===== src/iasq_map.svh =====
// register offsets, field positions, reset values and timing counts for the adc sequencer
`ifndef IASQ_MAP_SVH
`define IASQ_MAP_SVH

// =============================================================
// register byte offsets
`define IASQ_OFF_CTRL      12'h000
`define IASQ_OFF_CFG       12'h004
`define IASQ_OFF_GAIN      12'h008
`define IASQ_OFF_STATUS    12'h00c
`define IASQ_OFF_RESULT    12'h010
`define IASQ_OFF_IRQ_STAT  12'h014
`define IASQ_OFF_IRQ_MASK  12'h018

// =============================================================
// control bits (write-only pulses)
`define IASQ_CTRL_START    0
`define IASQ_CTRL_DEFAULTS 1

// configuration field positions
`define IASQ_CFG_FS_LSB    0
`define IASQ_CFG_OSR_LSB   2
`define IASQ_CFG_NEL_LSB   5
`define IASQ_CFG_REF_LSB   7
`define IASQ_CFG_CONT      9

// gain register field positions
`define IASQ_GAIN_G_LSB    0
`define IASQ_GAIN_O_LSB    8

// =============================================================
// reset and default values
`define IASQ_DEF_FS        2'h0
`define IASQ_DEF_OSR       3'h2
`define IASQ_DEF_NEL       2'h1
`define IASQ_DEF_REF       2'h2
`define IASQ_DEF_GAIN      7'h0c
`define IASQ_DEF_OFFS      7'h40

// =============================================================
// timing: oscillator and clock frequencies in Hz and base divide to 500 kHz
`define IASQ_OSC_HZ        4000000
`define IASQ_CLK_HZ        100000000
`define IASQ_DIV_500K      ((`IASQ_CLK_HZ / `IASQ_OSC_HZ) * 8)
// extra cycles at start and end of a conversion
`define IASQ_SETTLE_CYC    4'h4

`endif


===== src/iasq_pkg.sv =====
// types used by the adc sequencer module iasq_seq
package iasq_pkg;

    typedef enum logic [1:0] {
        IASQ_REF_HIGH,
        IASQ_REF_LOW,
        IASQ_REF_TOGGLE,
        IASQ_REF_HALF
    } iasq_ref_mode_t;

    typedef struct packed {
        logic           cont;
        iasq_ref_mode_t ref_mode;
        logic [1:0]     nel_sel;
        logic [2:0]     osr_sel;
        logic [1:0]     fs_sel;
    } iasq_cfg_t;

    typedef struct packed {
        logic        neg;
        logic [5:0]  mag;
    } iasq_offset_t;

endpackage


===== src/iasq_seq.sv =====
// incremental adc conversion sequencer with apb registers
//
// Local design decisions: the register offsets and register access over APB.
`timescale 1ns/10ps
`default_nettype none
`include "iasq_map.svh"

module iasq_seq (
    input  wire logic        i_ref_clk,
    input  wire logic        i_rst_n,
    input  wire logic        psel,
    input  wire logic        penable,
    input  wire logic        pwrite,
    input  wire logic [11:0] paddr,
    input  wire logic [31:0] pwdata,
    output logic [31:0]      prdata,
    output logic             pready,
    output logic             pslverr,
    input  wire logic        i_mod_bit,
    output logic             o_integrate,
    output logic             o_mod_reset,
    output logic             o_offset_invert,
    output logic             o_ref_state,
    output logic             o_quantize,
    output logic [6:0]       o_stage3_gain_code,
    output logic             o_stage3_offset_neg,
    output logic [5:0]       o_stage3_offset_mag,
    output logic             o_irq
);
    typedef enum logic [2:0] {S_IDLE, S_PRE, S_INTEG, S_QUANT, S_POST} st_t;

    // =============================================================
    // apb decode
    logic wr_en;
    logic rd_en;
    logic hit;
    assign wr_en   = psel && penable && pwrite;
    assign rd_en   = psel && !pwrite;
    assign pready  = 1'b1;
    assign hit     = (paddr == `IASQ_OFF_CTRL) || (paddr == `IASQ_OFF_CFG) ||
                     (paddr == `IASQ_OFF_GAIN) || (paddr == `IASQ_OFF_STATUS) ||
                     (paddr == `IASQ_OFF_RESULT) || (paddr == `IASQ_OFF_IRQ_STAT) ||
                     (paddr == `IASQ_OFF_IRQ_MASK);
    assign pslverr = psel && penable && !hit;

    logic start_wr;
    logic def_wr;
    assign start_wr = wr_en && paddr == `IASQ_OFF_CTRL && pwdata[`IASQ_CTRL_START];
    assign def_wr   = wr_en && paddr == `IASQ_OFF_CTRL && pwdata[`IASQ_CTRL_DEFAULTS];

    // =============================================================
    // configuration registers
    iasq_pkg::iasq_cfg_t    cfg_q;
    logic [6:0]             gain_q;
    iasq_pkg::iasq_offset_t offs_q;

    always_ff @(posedge i_ref_clk) begin
        if (!i_rst_n || def_wr) begin
            cfg_q.cont     <= 1'b0;
            cfg_q.ref_mode <= iasq_pkg::iasq_ref_mode_t'(`IASQ_DEF_REF);
            cfg_q.nel_sel  <= `IASQ_DEF_NEL;
            cfg_q.osr_sel  <= `IASQ_DEF_OSR;
            cfg_q.fs_sel   <= `IASQ_DEF_FS;
            gain_q         <= `IASQ_DEF_GAIN;
            offs_q         <= `IASQ_DEF_OFFS;
        end else if (wr_en && paddr == `IASQ_OFF_CFG) begin
            cfg_q <= pwdata[`IASQ_CFG_CONT:`IASQ_CFG_FS_LSB];
        end else if (wr_en && paddr == `IASQ_OFF_GAIN) begin
            gain_q <= pwdata[`IASQ_GAIN_G_LSB +: 7];
            offs_q <= pwdata[`IASQ_GAIN_O_LSB +: 7];
        end
    end

    // gain and offset codes go straight to the analog stage
    assign o_stage3_gain_code  = gain_q;
    assign o_stage3_offset_neg = offs_q.neg;
    assign o_stage3_offset_mag = offs_q.mag;

    // =============================================================
    // sampling tick
    logic tick;
    logic restart;
    iasq_tick_gen u_tick (
        .i_ref_clk (i_ref_clk),
        .i_rst_n   (i_rst_n),
        .i_restart (restart),
        .i_fs_sel  (cfg_q.fs_sel),
        .o_tick    (tick)
    );

    // =============================================================
    // sequencer state
    st_t         st_q;
    logic [10:0] per_q;     // periods within an elementary conversion
    logic [2:0]  el_q;      // elementary index
    logic [3:0]  set_q;     // settle counter
    logic [14:0] acc_q;     // ones count of one elementary conversion
    logic [18:0] sum_q;     // signed sum of elementary results
    logic [15:0] result_q;
    logic        busy_q;
    logic [1:0]  ref_cnt_q;
    logic [10:0] oversampling_ratio;
    logic [3:0]  nel;
    logic        el_last;
    logic        per_last;
    logic [18:0] el_val;
    logic [18:0] sum_nx;
    logic [18:0] mean;
    logic        done;

    // ratio and count latched at start so a cfg write mid-conversion cannot change them; rate, ref mode and cont are not latched
    logic [2:0]  osr_lat_q;
    logic [1:0]  nel_lat_q;
    assign oversampling_ratio     = 11'(11'h008 << osr_lat_q);
    assign nel     = 4'(4'h1 << nel_lat_q);
    assign per_last = (per_q == oversampling_ratio);
    assign el_last  = ({1'b0, el_q} == nel - 4'h1);
    assign restart  = start_wr || def_wr;
    // bipolar result: 2*ones - osr, sign flipped on odd conversions
    assign el_val   = el_q[0] ? (19'(oversampling_ratio) - 19'({acc_q, 1'b0}))
                              : (19'({acc_q, 1'b0}) - 19'(oversampling_ratio));
    assign sum_nx   = sum_q + el_val;
    assign mean     = $signed(sum_q) >>> nel_lat_q;
    assign done     = st_q == S_POST && set_q == 4'h0;

    // main sequencer; restart abandons whatever was running
    always_ff @(posedge i_ref_clk) begin
        if (!i_rst_n) begin
            st_q      <= S_IDLE;
            per_q     <= 11'h000;
            el_q      <= 3'h0;
            set_q     <= 4'h0;
            acc_q     <= 15'h0000;
            sum_q     <= 19'h00000;
            busy_q    <= 1'b0;
            osr_lat_q <= 3'h0;
            nel_lat_q <= 2'h0;
        end else if (restart) begin
            st_q      <= S_PRE;
            set_q     <= `IASQ_SETTLE_CYC;
            per_q     <= 11'h000;
            el_q      <= 3'h0;
            acc_q     <= 15'h0000;
            sum_q     <= 19'h00000;
            busy_q    <= 1'b1;
            osr_lat_q <= def_wr ? `IASQ_DEF_OSR : cfg_q.osr_sel;
            nel_lat_q <= def_wr ? `IASQ_DEF_NEL : cfg_q.nel_sel;
        end else begin
            case (st_q)
                S_IDLE: begin
                    busy_q <= 1'b0;
                end
                S_PRE: begin
                    if (set_q != 4'h0) begin
                        set_q <= set_q - 4'h1;
                    end else if (tick) begin
                        st_q <= S_INTEG;
                    end
                end
                S_INTEG: begin
                    if (tick) begin
                        if (per_last) begin
                            per_q <= 11'h000;
                            acc_q <= 15'h0000;
                            sum_q <= sum_nx;
                            el_q  <= el_q + 3'h1;
                            if (el_last) begin
                                st_q <= S_QUANT;
                            end
                        end else begin
                            per_q <= per_q + 11'h001;
                            acc_q <= acc_q + 15'(i_mod_bit);
                        end
                    end
                end
                S_QUANT: begin
                    if (tick) begin
                        st_q  <= S_POST;
                        set_q <= `IASQ_SETTLE_CYC;
                    end
                end
                S_POST: begin
                    if (set_q != 4'h0) begin
                        set_q <= set_q - 4'h1;
                    end else if (cfg_q.cont) begin
                        st_q   <= S_PRE;
                        set_q  <= `IASQ_SETTLE_CYC;
                        el_q   <= 3'h0;
                        sum_q  <= 19'h00000;
                    end else begin
                        st_q   <= S_IDLE;
                        busy_q <= 1'b0;
                    end
                end
                default: begin
                    st_q <= S_IDLE;
                end
            endcase
        end
    end

    // result saturated to 16 bits, same edge that drops busy when cont is clear
    always_ff @(posedge i_ref_clk) begin
        if (!i_rst_n) begin
            result_q <= 16'h0000;
        end else if (done && !restart) begin
            if ($signed(mean) > $signed(19'h07fff)) begin
                result_q <= 16'h7fff;
            end else if ($signed(mean) < $signed(19'h78000)) begin
                result_q <= 16'h8000;
            end else begin
                result_q <= mean[15:0];
            end
        end
    end

    // =============================================================
    // reference state: held high or low, or toggled per elementary conversion or at half rate
    always_ff @(posedge i_ref_clk) begin
        if (!i_rst_n || restart) begin
            ref_cnt_q <= 2'h0;
        end else if (st_q == S_INTEG && tick && per_last) begin
            ref_cnt_q <= ref_cnt_q + 2'h1;
        end
    end

    always_comb begin
        case (cfg_q.ref_mode)
            iasq_pkg::IASQ_REF_HIGH:   o_ref_state = 1'b1;
            iasq_pkg::IASQ_REF_LOW:    o_ref_state = 1'b0;
            iasq_pkg::IASQ_REF_TOGGLE: o_ref_state = ref_cnt_q[0];
            default:                   o_ref_state = ref_cnt_q[1];
        endcase
    end

    // analog strobes
    assign o_integrate     = (st_q == S_INTEG);
    assign o_mod_reset     = (st_q == S_PRE) || (st_q == S_INTEG && per_q == 11'h000);
    assign o_offset_invert = el_q[0];
    assign o_quantize      = (st_q == S_QUANT);

    // =============================================================
    // interrupt: bit0 conversion done; write one to clear, set wins
    logic irq_st_q;
    logic irq_mk_q;
    logic irq_clr;
    assign irq_clr = wr_en && paddr == `IASQ_OFF_IRQ_STAT && pwdata[0];
    always_ff @(posedge i_ref_clk) begin
        if (!i_rst_n) begin
            irq_st_q <= 1'b0;
            irq_mk_q <= 1'b0;
        end else begin
            irq_st_q <= (done && !restart) || (irq_st_q && !irq_clr);
            if (wr_en && paddr == `IASQ_OFF_IRQ_MASK) begin
                irq_mk_q <= pwdata[0];
            end
        end
    end
    assign o_irq = irq_st_q && irq_mk_q;

    // =============================================================
    // read mux
    always_comb begin
        prdata = 32'h0000_0000;
        if (rd_en && paddr == `IASQ_OFF_CFG) begin
            prdata[`IASQ_CFG_CONT:0] = cfg_q;
        end else if (rd_en && paddr == `IASQ_OFF_GAIN) begin
            prdata[14:0] = {offs_q, 1'b0, gain_q};
        end else if (rd_en && paddr == `IASQ_OFF_STATUS) begin
            prdata[0] = busy_q;
        end else if (rd_en && paddr == `IASQ_OFF_RESULT) begin
            prdata[15:0] = result_q;
        end else if (rd_en && paddr == `IASQ_OFF_IRQ_STAT) begin
            prdata[0] = irq_st_q;
        end else if (rd_en && paddr == `IASQ_OFF_IRQ_MASK) begin
            prdata[0] = irq_mk_q;
        end
    end

    // =============================================================
    // checks
    a_restart_busy: assert property (@(posedge i_ref_clk) disable iff (!i_rst_n)
        restart |=> busy_q && st_q == S_PRE) else $error("busy not set on start");
    a_done_clears: assert property (@(posedge i_ref_clk) disable iff (!i_rst_n)
        done && !restart && !cfg_q.cont |=> !busy_q) else $error("busy stuck");
    a_per_bound: assert property (@(posedge i_ref_clk) disable iff (!i_rst_n)
        st_q == S_INTEG |-> per_q <= oversampling_ratio) else $error("period overrun");
    a_el_bound: assert property (@(posedge i_ref_clk) disable iff (!i_rst_n)
        st_q == S_INTEG |-> {1'b0, el_q} < nel) else $error("count overrun");
    a_def_load: assert property (@(posedge i_ref_clk) disable iff (!i_rst_n)
        def_wr |=> gain_q == `IASQ_DEF_GAIN && cfg_q.osr_sel == `IASQ_DEF_OSR)
        else $error("defaults not loaded");
    a_quant_once: assert property (@(posedge i_ref_clk) disable iff (!i_rst_n)
        st_q == S_QUANT && tick && !restart |=> st_q == S_POST) else $error("quant stuck");
    a_ref_high: assert property (@(posedge i_ref_clk) disable iff (!i_rst_n)
        cfg_q.ref_mode == iasq_pkg::IASQ_REF_HIGH |-> o_ref_state) else $error("ref not high");
    a_pre_settle: assert property (@(posedge i_ref_clk) disable iff (!i_rst_n)
        restart |=> !o_integrate [*4]) else $error("no start settle");
    a_irq_set: assert property (@(posedge i_ref_clk) disable iff (!i_rst_n)
        done && !restart |=> irq_st_q) else $error("done flag not set");

endmodule // iasq_seq
`default_nettype wire


===== src/iasq_tick_gen.sv =====
// oversampling tick divider from the system clock
`timescale 1ns/10ps
`default_nettype none
`include "iasq_map.svh"

module iasq_tick_gen (
    input  wire logic       i_ref_clk,
    input  wire logic       i_rst_n,
    input  wire logic       i_restart,
    input  wire logic [1:0] i_fs_sel,
    output logic            o_tick
);
    // =============================================================
    // divider: 500 kHz base period times 2^(3-sel)
    localparam int unsigned BASE = `IASQ_DIV_500K;
    logic [11:0] cnt_q;
    logic [11:0] lim;

    assign lim = 12'((BASE << (2'd3 - i_fs_sel)) - 1);

    // restart aligns the first tick to the conversion start
    always_ff @(posedge i_ref_clk) begin
        if (!i_rst_n || i_restart || cnt_q >= lim) begin
            cnt_q <= 12'h000;
        end else begin
            cnt_q <= cnt_q + 12'h001;
        end
    end

    assign o_tick = (cnt_q == lim);

endmodule // iasq_tick_gen
`default_nettype wire


===== config.mk =====
export PLATFORM = sky130hd
export DESIGN_NAME = iasq_seq
export DESIGN_NICKNAME = d
export VERILOG_FILES = /design/src/iasq_pkg.sv /design/src/iasq_seq.sv /design/src/iasq_tick_gen.sv
export VERILOG_INCLUDE_DIRS = /design/src
export SDC_FILE = /design/constraint.sdc
export NUM_CORES = 1
export LEC_CHECK = 0
export ABC_AREA = 1
export BUFFER_PORTS_ARGS = -buffer_cell sky130_fd_sc_hd__buf_2
export CORE_MARGIN = 2
export CORE_UTILIZATION = 40
export DETAILED_ROUTE_END_ITERATION = 8
export SYNTH_ARGS = -nofsm -noshare
export SYNTH_HDL_FRONTEND = slang
export SYNTH_HIERARCHICAL = 1
export SYNTH_SLANG_ARGS = --single-unit

===== constraint.sdc =====
create_clock -name i_ref_clk -period 3.75 [get_ports i_ref_clk]
set_input_delay 0.375 -clock i_ref_clk [delete_from_list [all_inputs] [get_ports i_ref_clk]]
set_output_delay 0.375 -clock i_ref_clk [all_outputs]
set_load 0.05 [all_outputs]

==> flow_summary_export.csv, run 1 <==
group,metric,value,unit
outcome,run_status,"finished, final reports clean",
synth,yosysWarnings,6,
clock_network,cts.sinks,116,
global_routing,track_usage,20.4,%
critical_path,crit_path_end_kind,"flip-flop",
clock_network,cts_tree,"done",
layout,n_antenna_cell,0,
worst_hold_path,hp-class,"in2reg",
sta,fin_crit_sh,91.8,%
synth,ys_ff_latch,116,
sta,setup_viol,0,
synth,syn_area_per_cell,6.60,sq um
sta,slew_headroom,51.2,%
synth,synthFlopType,"dfxtp_1",
sta,finClkSkew,0.0117,ns
synth,syn-instance-count,1265,
clock_network,clkTransAtPathRegs,0.06,ns
sta,drv_slew,0,
floorplanning,start_util,41.0,%
synth,ys_types,55,
global_routing,grt_pass1_wl,36300,um
detailed_routing,vias,8180,
place,hpwl,17300,um
sta,timing.hold.ws,0.202,ns
critical_path,worstPathRequired,4.05,ns
clock_network,clockBufferDepth,2,
clock_network,cts_root_buf,"clkbuf_16",
critical_path,worstPathMaxFanout,6,
detailed_routing,viasPerCell,5.06,
layout,layout-drive-gt1-share,13.7,%
global_routing,grt_overflow_total,0,
detailed_routing,first_pass_iters,5,
layout,seq_area,0.00233,sq mm
layout,layout_common_cells,"nand2_1 (253), inv_1 (163), nor2_1 (145)",
floorplanning,io-pin-count,104,
sta,fmax,290,MHz
global_routing,grt_pass1_vias,7421,
sta,finalHoldViolations,0,
floorplanning,dieWidth,148,um
synth,synth_edf_count,0,
layout,final_common_cell,"nand2_1",
layout,area_growth,14.7,%
critical_path,crit_arrival,3.74,ns
layout,nNetsFinal,1439,
synth,synth-async-reset-ratio,0,%
detailed_routing,drc_errors,0,
floorplanning,num_rows,52,
clock_network,htreeDepth,4,
floorplanning,die-area,0.0220,sq mm
detailed_routing,ant_nets,0,
synth,ys_seq_area_share,27.8,%
detailed_routing,wl_per_cell,13.7,um
run,cap_violations,0,
clock_network,clock_latency,0.42,ns
pwr,ir_worst_vdd,249,uV
critical_path,crit_type,"reg2reg",
place,portBuffers,69,
sta,finalSetupTns,0,ns
sta,grt_setup_unrepaired,"no",
floorplanning,fp.dieH,148,um
detailed_routing,drtIter0Drc,441,
pwr,powerDensity,328,mW/mm^2
global_routing,grt_max_degree,27,
critical_path,setup.worst_path.start_class,"flip-flop",
sta,tightestPinTransition,0.729,ns
synth,syn_area,0.00835,sq mm
global_routing,antenna_found_initial,0,
place,gp_congestion,0.915,
detailed_routing,wirelength,22100,um
floorplanning,core-area,0.0204,sq mm
layout,num-fill-cells,2108,
layout,multiInputGateArea,0.00517,sq mm
sta,fin_crit,3.44,ns
clock_network,cts_buffers,17,
pwr,leakagePower,4.35,nW
## worst max-delay path, cell delays in order (launching register included)
cell and delay (ns):
dfxtp_2 0.40, inv_2 0.08, nand3_1 0.10, inv_1 0.05, ha_1 0.35, a21oi_1 0.16
o21ai_1 0.10, nand2_1 0.09, nand2_1 0.09, nand3_1 0.09, o211ai_1 0.10, or2_2 0.31
nand3_1 0.07, nand2_1 0.07, ha_1 0.35, a21oi_2 0.17, a21boi_1 0.24, nand2_1 0.09
or2_2 0.27, nand3_1 0.08, a21oi_1 0.06
## metal layers
metal  wire length, um  track usage, %  part of all wire [%]  up-vias
met1             10500            27.4                    48     3701
met5                 0               0                     0        -
met4               456            6.00                   2.1        0
met3              1080            4.02                   4.9       30
li1                  -               -                     -     4260
met2             10100            33.2                    45      189
## cell type report
class / instances / area share, %
clock inverter: 14 / 1.86
inverter: 175 / 6.86
clock buffer: 18 / 4.59
multi-input combinational: 940 / 54.0
timing repair buffer: 85 / 4.86
sequential: 116 / 24.3
tap: 270 / 3.53
## synth_stat cells (all sizes together), types with 2 or more instances
cell | instances | area share, %
nand2 | 263 | 12
inv | 174 | 7.8
nor2 | 156 | 7.6
a21oi | 122 | 7.7
dfxtp | 116 | 28
o21ai | 95 | 5.7
nand3 | 77 | 4.9
ha | 53 | 7.9
buf | 32 | 3.0
xor2 | 27 | 2.8
nor3 | 24 | 1.9
clkbuf | 17 | 0.76
nand4 | 11 | 0.82
xnor2 | 11 | 1.2
a221oi | 8 | 0.84
o211ai | 8 | 0.72
or2 | 8 | 0.60
a31oi | 7 | 0.52
o21bai | 7 | 0.63
nor3b | 6 | 0.54
o21a | 5 | 0.45
o31ai | 5 | 0.45
a211oi | 4 | 0.36
mux2i | 4 | 0.48
nor4 | 4 | 0.30
a21o | 3 | 0.27
conb | 3 | 0.13
nand3b | 3 | 0.27
a21boi | 2 | 0.18
o2111ai | 2 | 0.21
## logic make-up (layout without fill, tap and decap cells)
family	Yosys count	in the layout	share of synthesized area (%)
AND/OR/NAND/NOR	553	553	29.2
buffers and inverters	224	292	11.6
multiplexers	4	4	0.480
flip-flops	116	116	27.8
adder cells (fa/ha/maj)	54	54	8.19
XOR/XNOR	38	38	3.99
AO/OA/AOI/OAI	273	273	18.6
other	3	18	0.135
## through the flow
stage / worst slack [ns] / util, % / area [sq um] / std cells / power (mW)
floorplan: 0.590 / - / 8400 / 1280 / 1.42
global placement: 0.207 / 43.6 / 8890 / 1585 / 1.45
detailed placement: 0.112 / 43.6 / 8890 / 1585 / 1.45
CTS: 0.102 / 46.7 / 9500 / 1617 / 3.17
global route: 0.0202 / 47.0 / 9570 / 1618 / 3.24
finish: 0.306 / 47.0 / 9570 / 1618 / 3.14
## flip-flops by register name, indices dropped and copies added, names as in the netlist, 2 cells and up
signal and count:
sum_q 18, result_q 16, acc_q 15, u_tick/cnt_q 12, per_q 11, cfg_q 10, o_stage3_gain_code 7, o_stage3_offset_mag 6
set_q 4, el_q 3, osr_lat_q 3, st_q 3, nel_lat_q 2, ref_cnt_q 2
## worst paths after layout
check        depth (start not counted)    startpoint  slack (ns)                    end
max                                 20  osr_lat_q[1]        0.31              sum_q[12]
min                                  3     pwdata[2]        0.20  o_stage3_gain_code[2]
min reg2reg                          2  ref_cnt_q[1]        0.46           ref_cnt_q[1]
max reg2reg                         20  osr_lat_q[1]        0.31              sum_q[12]
## timing repair
action                                  4_1_cts  5_1_grt
setup buffers                                 0        1
endpoints found under the setup margin        0       10
hold buffers                                  0        0
gates resized for setup                       0       19
## power breakdown
part | switching (mW) | leakage [nW] | total (mW) | internal [mW]
Sequential | 0.00674 | 0.936 | 1.24 | 1.24
Clock | 0.643 | 0.301 | 1.71 | 1.07
Combinational | 0.137 | 3.11 | 0.180 | 0.0428
(Power assumes the default switching activity.)
==> inputs of run 2 (changes only) <==
Clock period 3.75 ns to 2.8 ns, I/O delays scaled along.
==> flow_summary_export.csv, run 2 (synthesized netlist as in run 1, its figures left out) <==
group,metric,value,unit
outcome,run_status,"finished, violations left",
outcome,violations,"negative setup slack",
sta,setup_viol,13,
clock_network,cts_root_buf,"clkbuf_16",
critical_path,r2r-end,"sum_q[10]",
sta,drv_slew,0,
floorplanning,start_util,41.0,%
critical_path,crit_type,"reg2reg",
sta,fin_crit_sh,112,%
critical_path,reg2reg_from,"osr_lat_q[0]",
clock_network,cts.sinks,116,
detailed_routing,wl_per_cell,14.1,um
global_routing,antenna_found_initial,0,
layout,nNetsFinal,1567,
clock_network,clock_latency,0.43,ns
sta,finClkSkew,0.0123,ns
critical_path,setup.worst_path.start_class,"flip-flop",
sta,fmax,319,MHz
clock_network,htreeDepth,4,
floorplanning,io-pin-count,104,
detailed_routing,drtIter0Drc,497,
critical_path,worstPathMaxFanout,5,
global_routing,track_usage,22.0,%
sta,fin_crit,3.14,ns
layout,layout_common_cells,"nand2_1 (214), inv_1 (150), buf_4 (141)",
floorplanning,num_rows,52,
sta,grt_setup_unrepaired,"yes",
pwr,powerDensity,378,mW/mm^2
floorplanning,die-area,0.0220,sq mm
worst_hold_path,min_path_cells,3,
clock_network,clockBufferDepth,2,
layout,regMostFlops,"sum_q",
global_routing,grt_max_degree,24,
detailed_routing,wirelength,24600,um
floorplanning,core-area,0.0204,sq mm
layout,fin_util,55.7,%
global_routing,grt_pass1_vias,8132,
pwr,ir_worst_vdd,348,uV
place,gp_congestion,0.911,
worst_hold_path,hp-class,"in2reg",
critical_path,cp_slowest_cell,"dfxtp_4",
layout,area_growth,35.8,%
detailed_routing,vias,8811,
run,cap_violations,0,
critical_path,crit_arrival,3.45,ns
clock_network,cts_tree,"done",
clock_network,clkTransAtPathRegs,0.07,ns
sta,finalSetupTns,-3.43,ns
layout,final_common_cell,"nand2_1",
worst_hold_path,min_to,"o_stage3_offset_neg",
layout,num-fill-cells,1953,
critical_path,cpLargestDelayFamily,"simple AND/OR/NAND/NOR gates",
detailed_routing,viasPerCell,5.05,
sta,finalHoldViolations,0,
sta,slew_headroom,48.3,%
sta,setup_slack,-0.339,ns
floorplanning,fp.dieH,148,um
detailed_routing,ant_nets,0,
layout,n_antenna_cell,0,
critical_path,worstPathRequired,3.11,ns
sta,tightestPinTransition,0.769,ns
critical_path,crit_path_end_kind,"flip-flop",
place,hpwl,18300,um
worst_hold_path,min_from,"pwdata[14]",
place,portBuffers,69,
floorplanning,dieWidth,148,um
pwr,leakagePower,5.14,nW
detailed_routing,drc_errors,0,
detailed_routing,first_pass_iters,5,
critical_path,slowest_delay,0.39,ns
critical_path,crit_buf_inv,5,
clock_network,cts_buffers,17,
global_routing,grt_overflow_total,0,
critical_path,path_cells,"inv_6 > nand3_4 > inv_4 > ha_4 > nand2_4 > nand3_4 > a21oi_2 > o21bai_1 > nand2_1 > nand2_2 > nand2_2 > o21ai_2 > xnor2_1 > inv_1 > ha_4 > inv_4 > o21bai_4 > nor2_2 > nand3_2 > buf_6 > or2_4 > nand3_2 > a21oi_1",
layout,largest_reg_flops,18,
global_routing,grt_pass1_wl,39300,um
layout,reg_top3,"sum_q: 18 flops, result_q: 16 flops, acc_q: 15 flops",
critical_path,reg2regPathDepth,23,
critical_path,rrSetupSlack,-0.34,ns
layout,layout-drive-gt1-share,30.8,%
==> run 2: worst reg2reg max path: stages (launching register included) <==
cell and delay (ns):
dfxtp_4 0.39, inv_6 0.06, nand3_4 0.10, inv_4 0.05, ha_4 0.32, nand2_4 0.06, nand3_4 0.09, a21oi_2 0.06
o21bai_1 0.20, nand2_1 0.09, nand2_2 0.11, nand2_2 0.06, o21ai_2 0.06, xnor2_1 0.12, inv_1 0.08, ha_4 0.26
inv_4 0.07, o21bai_4 0.07, nor2_2 0.13, nand3_2 0.16, buf_6 0.16, or2_4 0.22, nand3_2 0.06, a21oi_1 0.06
==> run 2: worst max-delay path by stage <==
stage | slack [ns] | depth (start not counted) | start | to
final | -0.34 | 23 | osr_lat_q[0] | sum_q[10]
after global routing | -0.54 | 21 | osr_lat_q[1] | sum_q[14]
after CTS | -0.21 | 24 | osr_lat_q[1] | sum_q[12]
after detailed placement | -0.39 | 21 | osr_lat_q[1] | sum_q[13]
after global placement | -0.35 | 18 | osr_lat_q[0] | sum_q[17]
after floorplan | -0.07 | 21 | osr_lat_q[2] | sum_q[12]
==> run 2: metrics by stage <==
stage | instance area (sq um) | hold WS, ns | total power [mW] | instances | setup WS, ns
2_1_floorplan | 8510 | 0.393 | 1.90 | 1280 | -0.0660
3_3_place_gp | 9820 | 0.449 | 1.95 | 1691 | -0.352
3_5_place_dp | 9820 | 0.453 | 1.95 | 1691 | -0.385
4_1_cts | 11100 | 0.0485 | 4.32 | 1738 | -0.211
5_1_grt | 11300 | 0.0673 | 4.41 | 1746 | -0.538
6_report | 11300 | 0.0645 | 4.29 | 1746 | -0.339
==> run 2: power by group <==
| part | internal [mW] | switching, mW | total, mW |
|---|---|---|---|
| registers | 1.65 | 0.00804 | 1.66 |
| clock network | 1.50 | 0.879 | 2.38 |
| logic | 0.0621 | 0.184 | 0.246 |
==> run 2: cell type report <==
type	instances	area [sq um]	area share, %
multi-input combinational	940	5890	52.0
sequential	116	2340	20.6
timing repair buffer	213	1460	12.8
inverter	175	677	5.97
clock buffer	18	429	3.79
tap	270	338	2.98
clock inverter	14	204	1.80
==> run 2: per-layer routing <==
metal / track usage [%] / vias up / part of all wire, %
li1: - / 4521 / -
met1: 29.3 / 4087 / 47
met2: 36.6 / 165 / 47
met3: 3.59 / 38 / 3.2
met4: 7.05 / 0 / 2.2
met5: 0 / - / 0
==> run 2: timing repair <==
action | in CTS | in global routing
setup endpoints to repair | 37 | 43
setup buffers | 15 | 9
hold buffers | 0 | 0
hold endpoints to repair | 0 | 0
resized for setup | 129 | 56
pin swaps | 70 | 55
